## src/inc/hgt_pkg.sv

```systemverilog
/*
  Constants for the hang-guard timer: register offsets, field positions,
  reset values and timing figures.
  Assumes a 40 MHz system clock and a plain strobe register port.
*/
package hgt_pkg;
  // ==========================================================
  // Clock and time base
  localparam int unsigned CLK_HZ        = 40_000_000;
  localparam int unsigned TICK_US       = 1000;
  localparam int unsigned TICK_CYCLES   = (CLK_HZ / 1_000_000) * TICK_US;
  localparam int unsigned TICK_W        = 16;
  localparam int unsigned CNT_W         = 16;
  localparam int unsigned OUT_PULSE_US  = 1;
  localparam int unsigned OUT_PULSE_CYC = (CLK_HZ / 1_000_000) * OUT_PULSE_US;
  localparam int unsigned PULSE_W       = 8;

  // ==========================================================
  // Register map (byte addresses)
  localparam int unsigned ADDR_W        = 8;
  localparam logic [7:0]  OFS_CTRL      = 8'h00;
  localparam logic [7:0]  OFS_TIMEOUT   = 8'h04;
  localparam logic [7:0]  OFS_SERVICE   = 8'h08;
  localparam logic [7:0]  OFS_COUNT     = 8'h0C;
  localparam logic [7:0]  OFS_STATUS    = 8'h10;
  localparam logic [7:0]  OFS_MASK      = 8'h14;
  localparam logic [7:0]  OFS_PRETIME   = 8'h18;

  // ==========================================================
  // Control fields
  localparam int unsigned CTRL_ENABLE   = 0;
  localparam int unsigned CTRL_RST_SEL  = 1;
  localparam int unsigned CTRL_STOP_SUS = 2;
  localparam int unsigned CTRL_WAIT_SUS = 3;
  localparam int unsigned CTRL_LOCKED   = 4;

  // Status / mask fields
  localparam int unsigned ST_PRE        = 0;
  localparam int unsigned ST_EXPIRE     = 1;
  localparam int unsigned ST_W          = 2;

  // Service key pair
  localparam int unsigned KEY_W         = 16;
  localparam logic [KEY_W-1:0] KEY_FIRST  = 16'h5555;
  localparam logic [KEY_W-1:0] KEY_SECOND = 16'hAAAA;

  // Reset values
  localparam logic [CNT_W-1:0] TIMEOUT_RST = 16'h0400;
  localparam logic [CNT_W-1:0] PRETIME_RST = 16'h0000;

  typedef enum logic [2:0]
  {
    HGT_IDLE    = 3'h1,
    HGT_RUN     = 3'h2,
    HGT_EXPIRED = 3'h4
  } hgt_state_t;
endpackage : hgt_pkg

```

## src/core/hgt_timer.sv

```systemverilog
/*
  Hang-guard timer: counts down from a programmed timeout in ticks of
  one millisecond once enabled; software services it by writing a key
  pair. On expiry one active-low output is asserted (timeout or reset).
  Assumes synchronous inputs on sys_clk and a one-cycle strobe master.
*/
// The placing of the registers and strobed register access were chosen for this implementation.
// Overview of operation
// Software must keep servicing after enabling.
// Timeout when service misses the interval.
// Expiry drives one active-low output, selected.
// Enable is sticky until reset.
// Separate stop and wait suspend settings.
// Some config bits take first write only.
// Optional interrupt request beside timeout outputs.
// Service reloads count and clears pre-expiry.
`timescale 1ns/10ps
module hgt_timer
#(
  parameter bit          HAS_IRQ     = 1'b1,
  parameter int unsigned TICK_CYCLES = hgt_pkg::TICK_CYCLES
)
(
  input  wire logic                     sys_clk,
  input  wire logic                     rst,
  input  wire logic [hgt_pkg::ADDR_W-1:0] addr,
  input  wire logic [31:0]              wdata,
  input  wire logic                     wr_en,
  input  wire logic                     rd_en,
  output logic      [31:0]              rdata,
  input  wire logic                     stop_mode,
  input  wire logic                     wait_mode,
  output logic                          timeout_n,
  output logic                          sys_reset_n,
  output logic                          irq
);
  // ==========================================================
  // Configuration registers
  logic                      enable;
  logic                      rst_sel;
  logic                      stop_sus;
  logic                      wait_sus;
  logic                      locked;
  logic [hgt_pkg::CNT_W-1:0] timeout_val;
  logic [hgt_pkg::CNT_W-1:0] pretime_val;
  logic [hgt_pkg::ST_W-1:0]  mask;
  logic                      next_enable;
  logic                      next_rst_sel;
  logic                      next_stop_sus;
  logic                      next_wait_sus;
  logic                      next_locked;
  logic [hgt_pkg::CNT_W-1:0] next_timeout_val;
  logic [hgt_pkg::CNT_W-1:0] next_pretime_val;
  logic [hgt_pkg::ST_W-1:0]  next_mask;
  logic                      wr_ctrl;
  logic                      wr_svc;

  assign wr_ctrl = wr_en && (addr == hgt_pkg::OFS_CTRL);
  assign wr_svc  = wr_en && (addr == hgt_pkg::OFS_SERVICE);

  always_comb
  begin
    next_enable      = enable;
    next_rst_sel     = rst_sel;
    next_stop_sus    = stop_sus;
    next_wait_sus    = wait_sus;
    next_locked      = locked;
    next_timeout_val = timeout_val;
    next_pretime_val = pretime_val;
    next_mask        = mask;
    if (wr_ctrl)
    begin
      next_enable = enable | wdata[hgt_pkg::CTRL_ENABLE];
      if (!locked)
      begin
        // First write only after boot
        next_rst_sel  = wdata[hgt_pkg::CTRL_RST_SEL];
        next_stop_sus = wdata[hgt_pkg::CTRL_STOP_SUS];
        next_wait_sus = wdata[hgt_pkg::CTRL_WAIT_SUS];
        next_locked   = 1'b1;
      end
    end
    if (wr_en && (addr == hgt_pkg::OFS_TIMEOUT))
      next_timeout_val = wdata[hgt_pkg::CNT_W-1:0];
    if (wr_en && (addr == hgt_pkg::OFS_PRETIME))
      next_pretime_val = wdata[hgt_pkg::CNT_W-1:0];
    if (wr_en && (addr == hgt_pkg::OFS_MASK))
      next_mask = wdata[hgt_pkg::ST_W-1:0];
  end

  always_ff @(posedge sys_clk)
  begin
    if (rst)
    begin
      enable      <= 1'b0;
      rst_sel     <= 1'b0;
      stop_sus    <= 1'b0;
      wait_sus    <= 1'b0;
      locked      <= 1'b0;
      timeout_val <= hgt_pkg::TIMEOUT_RST;
      pretime_val <= hgt_pkg::PRETIME_RST;
      mask        <= '0;
    end
    else
    begin
      enable      <= next_enable;
      rst_sel     <= next_rst_sel;
      stop_sus    <= next_stop_sus;
      wait_sus    <= next_wait_sus;
      locked      <= next_locked;
      timeout_val <= next_timeout_val;
      pretime_val <= next_pretime_val;
      mask        <= next_mask;
    end
  end

  // ==========================================================
  // Service key sequence
  logic key_armed;
  logic next_key_armed;
  logic service;

  always_comb
  begin
    next_key_armed = key_armed;
    service        = 1'b0;
    if (wr_svc)
    begin
      if (wdata[hgt_pkg::KEY_W-1:0] == hgt_pkg::KEY_FIRST)
        next_key_armed = 1'b1;
      else if ((wdata[hgt_pkg::KEY_W-1:0] == hgt_pkg::KEY_SECOND) && key_armed)
      begin
        service        = 1'b1;
        next_key_armed = 1'b0;
      end
      else
        next_key_armed = 1'b0;
    end
  end

  always_ff @(posedge sys_clk)
  begin
    if (rst)
      key_armed <= 1'b0;
    else
      key_armed <= next_key_armed;
  end

  // ==========================================================
  // Tick divider and countdown
  hgt_pkg::hgt_state_t        state;
  hgt_pkg::hgt_state_t        next_state;
  logic [hgt_pkg::TICK_W-1:0] tick_cnt;
  logic [hgt_pkg::TICK_W-1:0] next_tick_cnt;
  logic [hgt_pkg::CNT_W-1:0]  count;
  logic [hgt_pkg::CNT_W-1:0]  next_count;
  logic [hgt_pkg::PULSE_W-1:0] pulse_cnt;
  logic [hgt_pkg::PULSE_W-1:0] next_pulse_cnt;
  logic                       paused;
  logic                       tick;
  logic                       pre_evt;
  logic                       exp_evt;

  assign paused = (stop_sus && stop_mode) || (wait_sus && wait_mode);
  assign tick   = (tick_cnt == hgt_pkg::TICK_W'(TICK_CYCLES - 1)) && !paused;

  always_comb
  begin
    next_state     = state;
    next_tick_cnt  = tick_cnt;
    next_count     = count;
    next_pulse_cnt = pulse_cnt;
    pre_evt        = 1'b0;
    exp_evt        = 1'b0;
    case (state)
      hgt_pkg::HGT_IDLE:
      begin
        if (enable)
        begin
          next_state    = hgt_pkg::HGT_RUN;
          next_count    = timeout_val;
          next_tick_cnt = '0;
        end
      end
      hgt_pkg::HGT_RUN:
      begin
        if (!paused)
          next_tick_cnt = tick ? '0 : tick_cnt + 1'b1;
        if (service)
        begin
          next_count    = timeout_val;
          next_tick_cnt = '0;
        end
        else if (tick)
        begin
          if (count <= hgt_pkg::CNT_W'(1))
          begin
            next_count     = '0;
            next_state     = hgt_pkg::HGT_EXPIRED;
            next_pulse_cnt = hgt_pkg::PULSE_W'(hgt_pkg::OUT_PULSE_CYC);
            exp_evt        = 1'b1;
          end
          else
          begin
            next_count = count - 1'b1;
            if ((count - 1'b1) == pretime_val)
              pre_evt = 1'b1;
          end
        end
      end
      hgt_pkg::HGT_EXPIRED:
      begin
        if (pulse_cnt != '0)
          next_pulse_cnt = pulse_cnt - 1'b1;
        else if (!rst_sel && service)
        begin
          next_state    = hgt_pkg::HGT_RUN;
          next_count    = timeout_val;
          next_tick_cnt = '0;
        end
      end
      default:
        next_state = hgt_pkg::HGT_IDLE;
    endcase
  end

  always_ff @(posedge sys_clk)
  begin
    if (rst)
    begin
      state     <= hgt_pkg::HGT_IDLE;
      tick_cnt  <= '0;
      count     <= '0;
      pulse_cnt <= '0;
    end
    else
    begin
      state     <= next_state;
      tick_cnt  <= next_tick_cnt;
      count     <= next_count;
      pulse_cnt <= next_pulse_cnt;
    end
  end

  // ==========================================================
  // Expiry outputs, one selected
  logic next_timeout_n;
  logic next_sys_reset_n;
  logic hold_low;

  assign hold_low = (state == hgt_pkg::HGT_EXPIRED) || exp_evt;

  always_comb
  begin
    next_timeout_n   = !(hold_low && !rst_sel);
    next_sys_reset_n = !(hold_low && rst_sel);
  end

  always_ff @(posedge sys_clk)
  begin
    if (rst)
    begin
      timeout_n   <= 1'b1;
      sys_reset_n <= 1'b1;
    end
    else
    begin
      timeout_n   <= next_timeout_n;
      sys_reset_n <= next_sys_reset_n;
    end
  end

  // ==========================================================
  // Sticky status, clear on read, interrupt
  logic [hgt_pkg::ST_W-1:0] status;
  logic [hgt_pkg::ST_W-1:0] next_status;
  logic [hgt_pkg::ST_W-1:0] evt;
  logic                     rd_status;

  assign rd_status = rd_en && (addr == hgt_pkg::OFS_STATUS);

  always_comb
  begin
    evt                   = '0;
    evt[hgt_pkg::ST_PRE]  = pre_evt;
    evt[hgt_pkg::ST_EXPIRE] = exp_evt;
    next_status = rd_status ? '0 : status;
    if (service)
      next_status[hgt_pkg::ST_PRE] = 1'b0;
    next_status = next_status | evt;       // Set wins over clear
  end

  always_ff @(posedge sys_clk)
  begin
    if (rst)
      status <= '0;
    else
      status <= next_status;
  end

  assign irq = HAS_IRQ && |(status & mask);

  // ==========================================================
  // Read data
  logic [31:0] next_rdata;

  always_comb
  begin
    next_rdata = '0;
    if (rd_en)
    begin
      case (addr)
        hgt_pkg::OFS_CTRL:
        begin
          next_rdata[hgt_pkg::CTRL_ENABLE]   = enable;
          next_rdata[hgt_pkg::CTRL_RST_SEL]  = rst_sel;
          next_rdata[hgt_pkg::CTRL_STOP_SUS] = stop_sus;
          next_rdata[hgt_pkg::CTRL_WAIT_SUS] = wait_sus;
          next_rdata[hgt_pkg::CTRL_LOCKED]   = locked;
        end
        hgt_pkg::OFS_TIMEOUT: next_rdata[hgt_pkg::CNT_W-1:0] = timeout_val;
        hgt_pkg::OFS_COUNT:   next_rdata[hgt_pkg::CNT_W-1:0] = count;
        hgt_pkg::OFS_STATUS:  next_rdata[hgt_pkg::ST_W-1:0]  = status;
        hgt_pkg::OFS_MASK:    next_rdata[hgt_pkg::ST_W-1:0]  = mask;
        hgt_pkg::OFS_PRETIME: next_rdata[hgt_pkg::CNT_W-1:0] = pretime_val;
        default:              next_rdata = '0;
      endcase
    end
  end

  always_ff @(posedge sys_clk)
  begin
    if (rst)
      rdata <= '0;
    else
      rdata <= next_rdata;
  end
endmodule : hgt_timer

```

## config.mk

```make
export PLATFORM = sky130hd
export DESIGN_NAME = hgt_timer
export DESIGN_NICKNAME = d
export VERILOG_FILES = /design/src/inc/hgt_pkg.sv /design/src/core/hgt_timer.sv
export SDC_FILE = /design/constraint.sdc
export NUM_CORES = 1
export LEC_CHECK = 0
export ABC_AREA = 1
export BUFFER_PORTS_ARGS = -buffer_cell sky130_fd_sc_hd__buf_2
export CAP_MARGIN = 30
export CORE_AREA = 4 4 97 117
export DETAILED_ROUTE_END_ITERATION = 8
export DIE_AREA = 0 0 101 121
export PLACE_DENSITY = 0.83
export SETUP_SLACK_MARGIN = 0.02
export SYNTH_ARGS = -nofsm -noshare
export SYNTH_HDL_FRONTEND = slang
export SYNTH_SLANG_ARGS = --single-unit
export TNS_END_PERCENT = 30
```

## constraint.sdc

```tcl
create_clock -name sys_clk -period 2.07 [get_ports sys_clk]
set_input_delay 0 -clock sys_clk [delete_from_list [all_inputs] [get_ports sys_clk]]
set_output_delay 0 -clock sys_clk [all_outputs]
set_load 0.005 [all_outputs]
```

# Yosys cells after proc, flatten, opt, wreduce, memory -nomap -nowiden
# Index checks and enable logic that the tools add are counted.
# word_totals
ff_bits,119
word_cells,123
# classes
addsub,3
order_cmp,1
eq_ne,22
muxes,44
n_bitwise,5
reduce_logical,30
# op_table
operator,n
$mux 16,12
$pmux 16 s3,2
$pmux 11 s3,1
$eq 16x16->1 const B,2
$mux 8,4
$eq 8x5->1 const B,3
$mux 3,6
$add 16x1->16 const B,1
$eq 16x15->1 const B,1
$eq 16x16->1,1
$eq 8x4->1 const B,2
$le 16x1->1 const B,1
$pmux 8 s2,1
$sub 16x1->16 const B,1
$reduce_and 5->1,3
$mux 1,14
$ne 2x2->1 const B,7
$logic_and 1x1->1,13
$pmux 2 s6,1
$pmux 3 s4,1
$pmux 3 s3,1
$eq 8x3->1 const B,1
$logic_not 8->1,1
$reduce_bool 8->1,1
other kinds (17),24

# Depth between registers and ports, before layout
# logic_depth
ltp_word,10
ltp_mapped,15
ltp_nobuf,15

# Worst setup path after synthesis
# No wires, ideal clock.
# synth_path
path_type,reg2reg
start,register tick_cnt[0] in the netlist's numbering
end,register count[0] in the netlist's numbering
setup_ns,0.115
t_arrival_ns,1.636
required_ns,1.955
slack_ns,0.320
path_stages_with_launch,9
cell_sequence,dfxtp_1 -> ha_1 -> nand2_1 -> nor3b_1 -> nand3_1 -> nand2_2 -> nand3_4 -> clkbuf_1 -> o21a_1
# synth_between
elab_chain_cells,4
# synth_lines
element,line_no,source
from (decl),hgt_timer.sv:153,logic [hgt_pkg::TICK_W-1:0] tick_cnt;
from (signal assigned),hgt_timer.sv:239,tick_cnt <= next_tick_cnt;
$eq 16x16->1,hgt_timer.sv:165,assign tick = (tick_cnt == hgt_pkg::TICK_W'(TICK_CYCLES - 1)) && !paused;
$logic_and 1x1->1,hgt_timer.sv:165,
$ne 3x3->1 (no line),-,
$reduce_and 5->1 (no line),-,
to (signal assigned),hgt_timer.sv:240,count <= next_count;
to (decl),hgt_timer.sv:155,logic [hgt_pkg::CNT_W-1:0] count;
# Every way passes these cells.
# A chain may end at the register's enable or synchronous reset.

# Worst setup path after layout
# layout_path
start,input wdata[3]
end,register count[10] in the netlist's numbering
# layout_between
elab_chain_cells,8
elab_cells_between_ends,12
# layout_lines
element,line_no,source
from (decl),hgt_timer.sv:27,"input wire logic [31:0] wdata,"
$eq 16x16->1,hgt_timer.sv:131,else if ((wdata[hgt_pkg::KEY_W-1:0] == hgt_pkg::KEY_SECOND) && key_armed)
$logic_and 1x1->1,hgt_timer.sv:131,
$mux 1,hgt_timer.sv:131,
$mux 1 (*),hgt_timer.sv:129,if (wdata[hgt_pkg::KEY_W-1:0] == hgt_pkg::KEY_FIRST)
$mux 1 (*),hgt_timer.sv:127,if (wr_svc)
$logic_and 1x1->1,hgt_timer.sv:215,else if (!rst_sel && service)
$ne 2x2->1 (no line),-,
$reduce_and 5->1 (no line),-,
# Mark *: on every way between the ends. The rest lies on a longest branch, timed or not.

==> Implementation_results.wiki <==
{| class="wikitable"
! Metric !! Value
|-
| DPL Wire Length || between 10,000 and 15,000 um
|-
| First-pass detailed-route iteration total || 5
|-
| Routed wire per std cell || 14.9 um
|-
| Boundary pin count || a little over 80
|-
| Part of the Yosys area used for sequential elements || between 30% and 40%
|-
| Number of enable-type register cells in the synthesized netlist || 0
|-
| Antenna Nets Post-Route || 0
|-
| Layout overhead on the synthesized area || 18.0%
|-
| Switching power share of the total || a little under two fifths
|-
| Final worst path period need || 1.96 ns
|-
| Number of sinks handled by clock tree synthesis || 103
|-
| Logic pwr share || 40.9%
|-
| Clock Pin Slew Worst Setup and Hold Paths || about 0.070 ns
|-
| Synthesized-area fraction occupied by adder cells || 1.08%
|-
| Final design area excluding fillers || 6800 um2
|-
| Final Hold Vio Count || 0
|-
| LEAKAGE || 2.91 nW
|-
| Arrival time of data at the critical path endpoint || 2.26 ns
|-
| Core region area || just over 10,000 um2
|-
| Final layout net count || 999
|-
| Setup repair after global routing missed its margin || yes
|-
| Headroom to the max-slew limit || around 65%
|-
| Post-synth cell types || 37
|-
| Simple-gate share of the synthesized area || about 30%
|-
| Synth area leader || dfxtp_1
|-
| Clock Path Buffers || 2
|-
| IR drop worst, VDD || 476 uV
|-
| Predominant post-synthesis flop cell || dfxtp_1
|-
| Kind of capture point of the worst setup path || register
|-
| Die footprint || 12,200 um2
|-
| Vias per Instance || 5.48
|-
| Clock skew || 0.00750 ns
|-
| Number of violations reported at the end of detailed-routing iteration 0 || 429
|-
| Die Ht || 121 um
|-
| Antenna cell count || 0
|-
| CTS HTree Levels || 3
|-
| Number of global-route vias before repair || approximately 5,400
|-
| Fill cell instance count of the final layout || 885
|-
| Worst-Margin Slew || around 0.52 ns
|-
| Share of synthesized area spent on multiplexers || 0%
|-
| Area share of the largest cell type after synthesis || 35.8%
|-
| Xor and xnor fraction of the mapped netlist area || 1.97%
|-
| Sequential power share || about a third
|-
| Ratio of final minimum period to clock period || 94.8%
|-
| Area of the mapped netlist || between 5000 and 6000 um2
|-
| Fraction of registers with async set/reset || 0%
|-
| Fin. max-slew vios || 0
|-
| Cell area after placement || 6210 um2
|-
| Worst endpoint required time || 2.36 ns
|-
| Syn. warnings || 0
|-
| Critical Setup Path Class || primary input to register
|-
| Pin count of the biggest net entering global routing || 33
|-
| Number of core rows || 41
|-
| Cell count after synthesis || 863
|-
| Clock latency reported for the late side of the worst-skew pair || approximately 0.35 ns
|-
| Initial Utilization || 55.9%
|-
| Cell at the root of the clock tree || clkbuf_16
|-
| Post-synthesis sequential element count || 103
|-
| Cell with the most instances after synthesis || nand2_1
|-
| CP max FO || 32
|-
| Final Wtd Congestion || 0.954
|-
| TritonCTS clock tree || done
|-
| Die X || 101 um
|-
| Antenna violations before repair || 0
|-
| Ratio of cells with drive above 1 in the final layout || between 10% and 20%
|-
| Overall track demand over capacity in global routing || 25.9%
|-
| Top post-synthesis cells by count || 155 x nand2_1, 122 x inv_1, 116 x nor2_1
|-
| Buffers added on ports || 48
|-
| Count of max-cap constraint violations || 0
|-
| Max Clk Rate || 510 MHz
|-
| Compound-cell area share of the yosys netlist || 18.9%
|-
| Avg Cell Area, Syn || 6.68 um2
|-
| Largest family of logic cells by synthesized area || simple AND/OR/NAND/NOR gates
|-
| Fraction of power consumed by the clock network || 24.7%
|-
| P_int || a little under 4 mW
|-
| Number of design rule violations left after detail routing || 0
|-
| Total routed wirelength || 16,100 um
|-
| Global route overflow || 0
|-
| Switching pwr || 2.43 mW
|-
| CTS Buf Count || 9
|-
| Power Total || 6.35 mW
|-
| Run status || finished, final reports clean
|-
| Final setup violation count || 0
|-
| Vias || ~5,900
|-
| Area contributors post-synth || dfxtp_1 36%, nand2_1 10%, inv_1 7.9%, nor2_1 7.6%, a21oi_1 5.9%
|-
| Pwr per Cell Area || 934 nW/um2
|-
| Wire length of the first global-routing pass || 25,300 um
|-
| Worst min-delay path category || primary input to register
|-
| Nature of the critical path startpoint || primary input
|}
-- stage by stage --
step           std cells  setup TNS, ns  util [%]  hold slack [ns]  setup WS, ns
4_1_cts             1069              0      64.3         0.000162        0.0847
2_1_floorplan        878              0         -            0.126         0.320
3_5_place_dp        1040              0      60.2            0.257        0.0916
6_report            1080              0      66.0          0.00559         0.108
3_3_place_gp        1040              0      60.2            0.245         0.152
5_1_grt             1080        -0.0704      66.0           0.0474       -0.0230
-- worst max-delay path, cell delays in order --
cell and delay [ns]:
dlygate4sd3_1 0.55, buf_2 0.15, inv_2 0.08, nor2_4 0.11
nand3_1 0.10, nor2_2 0.15, nand3_4 0.12, o21ai_4 0.27
buf_6 0.16, nand3_4 0.08, buf_12 0.18, a21oi_1 0.14
o21a_1 0.13
-- flip-flops by register name, indices dropped and copies added (netlist names), 3 cells and up --
| name | flops |
|---|---|
| tick_cnt | 16 |
| pretime_val | 16 |
| state | 3 |
| timeout_val | 16 |
| pulse_cnt | 8 |
| rdata | 16 |
| count | 16 |
-- path summary, 6_finish.rpt --
path / startpoint / to / slack [ns] / cells after the start
hold reg to reg: pulse_cnt[0]$_SDFFE_PP0P_ / pulse_cnt[0]$_SDFFE_PP0P_ / 0.47 / 2
setup / recovery: wdata[3] / count[10]$_SDFFE_PP0P_ / 0.11 / 13
setup reg to reg: count[2]$_SDFFE_PP0P_ / status[0]$_SDFF_PP0_ / 0.17 / 12
hold / removal: wdata[8] / timeout_val[8]$_SDFFE_PP0P_ / 0.006 / 3
-- cell families after synthesis --
kind of cell,count (synthesis)
and+or+nand+nor,385
AOI/OAI and AO/OA,188
buffers and inverters,168
DFF,103
xor gates and xnor gates,13
adders and majority gates,5
other,1
-- layout by cell type (no fill, tap or decap), types with 9 or more instances in the layout --
| cell | synthesis | final |
|---|---|---|
| conb_1 | 1 | 16 |
| nand3_1 | 65 | 65 |
| o21ai_0 | 49 | 48 |
| nor2_1 | 116 | 111 |
| o22ai_1 | 35 | 35 |
| dlygate4sd3_1 | 0 | 15 |
| nand4_1 | 13 | 13 |
| dfxtp_1 | 103 | 103 |
| buf_4 | 18 | 34 |
| o21a_1 | 16 | 16 |
| a211oi_1 | 14 | 14 |
| nand2_1 | 155 | 153 |
| buf_2 | 8 | 48 |
| a21oi_1 | 68 | 65 |
| clkbuf_16 | 0 | 9 |
| xor2_1 | 9 | 9 |
| inv_1 | 122 | 120 |
-- cell type report --
cell class                      instances  area, um2  share of cell area [%]
Clock buffer                           13        260                    3.82
Tap cell                              129        161                    2.37
Sequential cell                       103       2060                    30.3
Timing Repair Buffer                  100        697                    10.2
Inverter                              124        474                    6.97
Timing Repair inverter                  1       5.00                  0.0736
Clock inverter                          1       5.00                  0.0736
Multi-Input combinational cell        609       3140                    46.1
-- layer usage --
metal / part of all wire, % / vias to the layer above / global-route usage, % / wire [um]
met5: 0 / - / 0 / 0
met4: 3.8 / 0 / 12.7 / 611
met3: 6.1 / 47 / 3.80 / 979
met2: 50 / 220 / 44.5 / 8090
met1: 40 / 2668 / 31.2 / 6400
li1: - / 2982 / - / -
-- power by group through the flow --
stage	Combinational, mW	Clock (mW)	Sequential, mW
after floorplan	1.76	0	2.22
after global placement	2.29	0	2.23
after detailed placement	2.32	0	2.23
after CTS	2.35	1.59	2.19
after global routing	2.89	1.68	2.20
final	2.60	1.57	2.19
-- timing repair --
action                     CTS  global route
setup endpoints to repair    0            41
hold endpoints to repair    28             0
hold buffers                15             0
setup buffers                0             8
resized for setup            0            24
(Power assumes the default switching activity.)
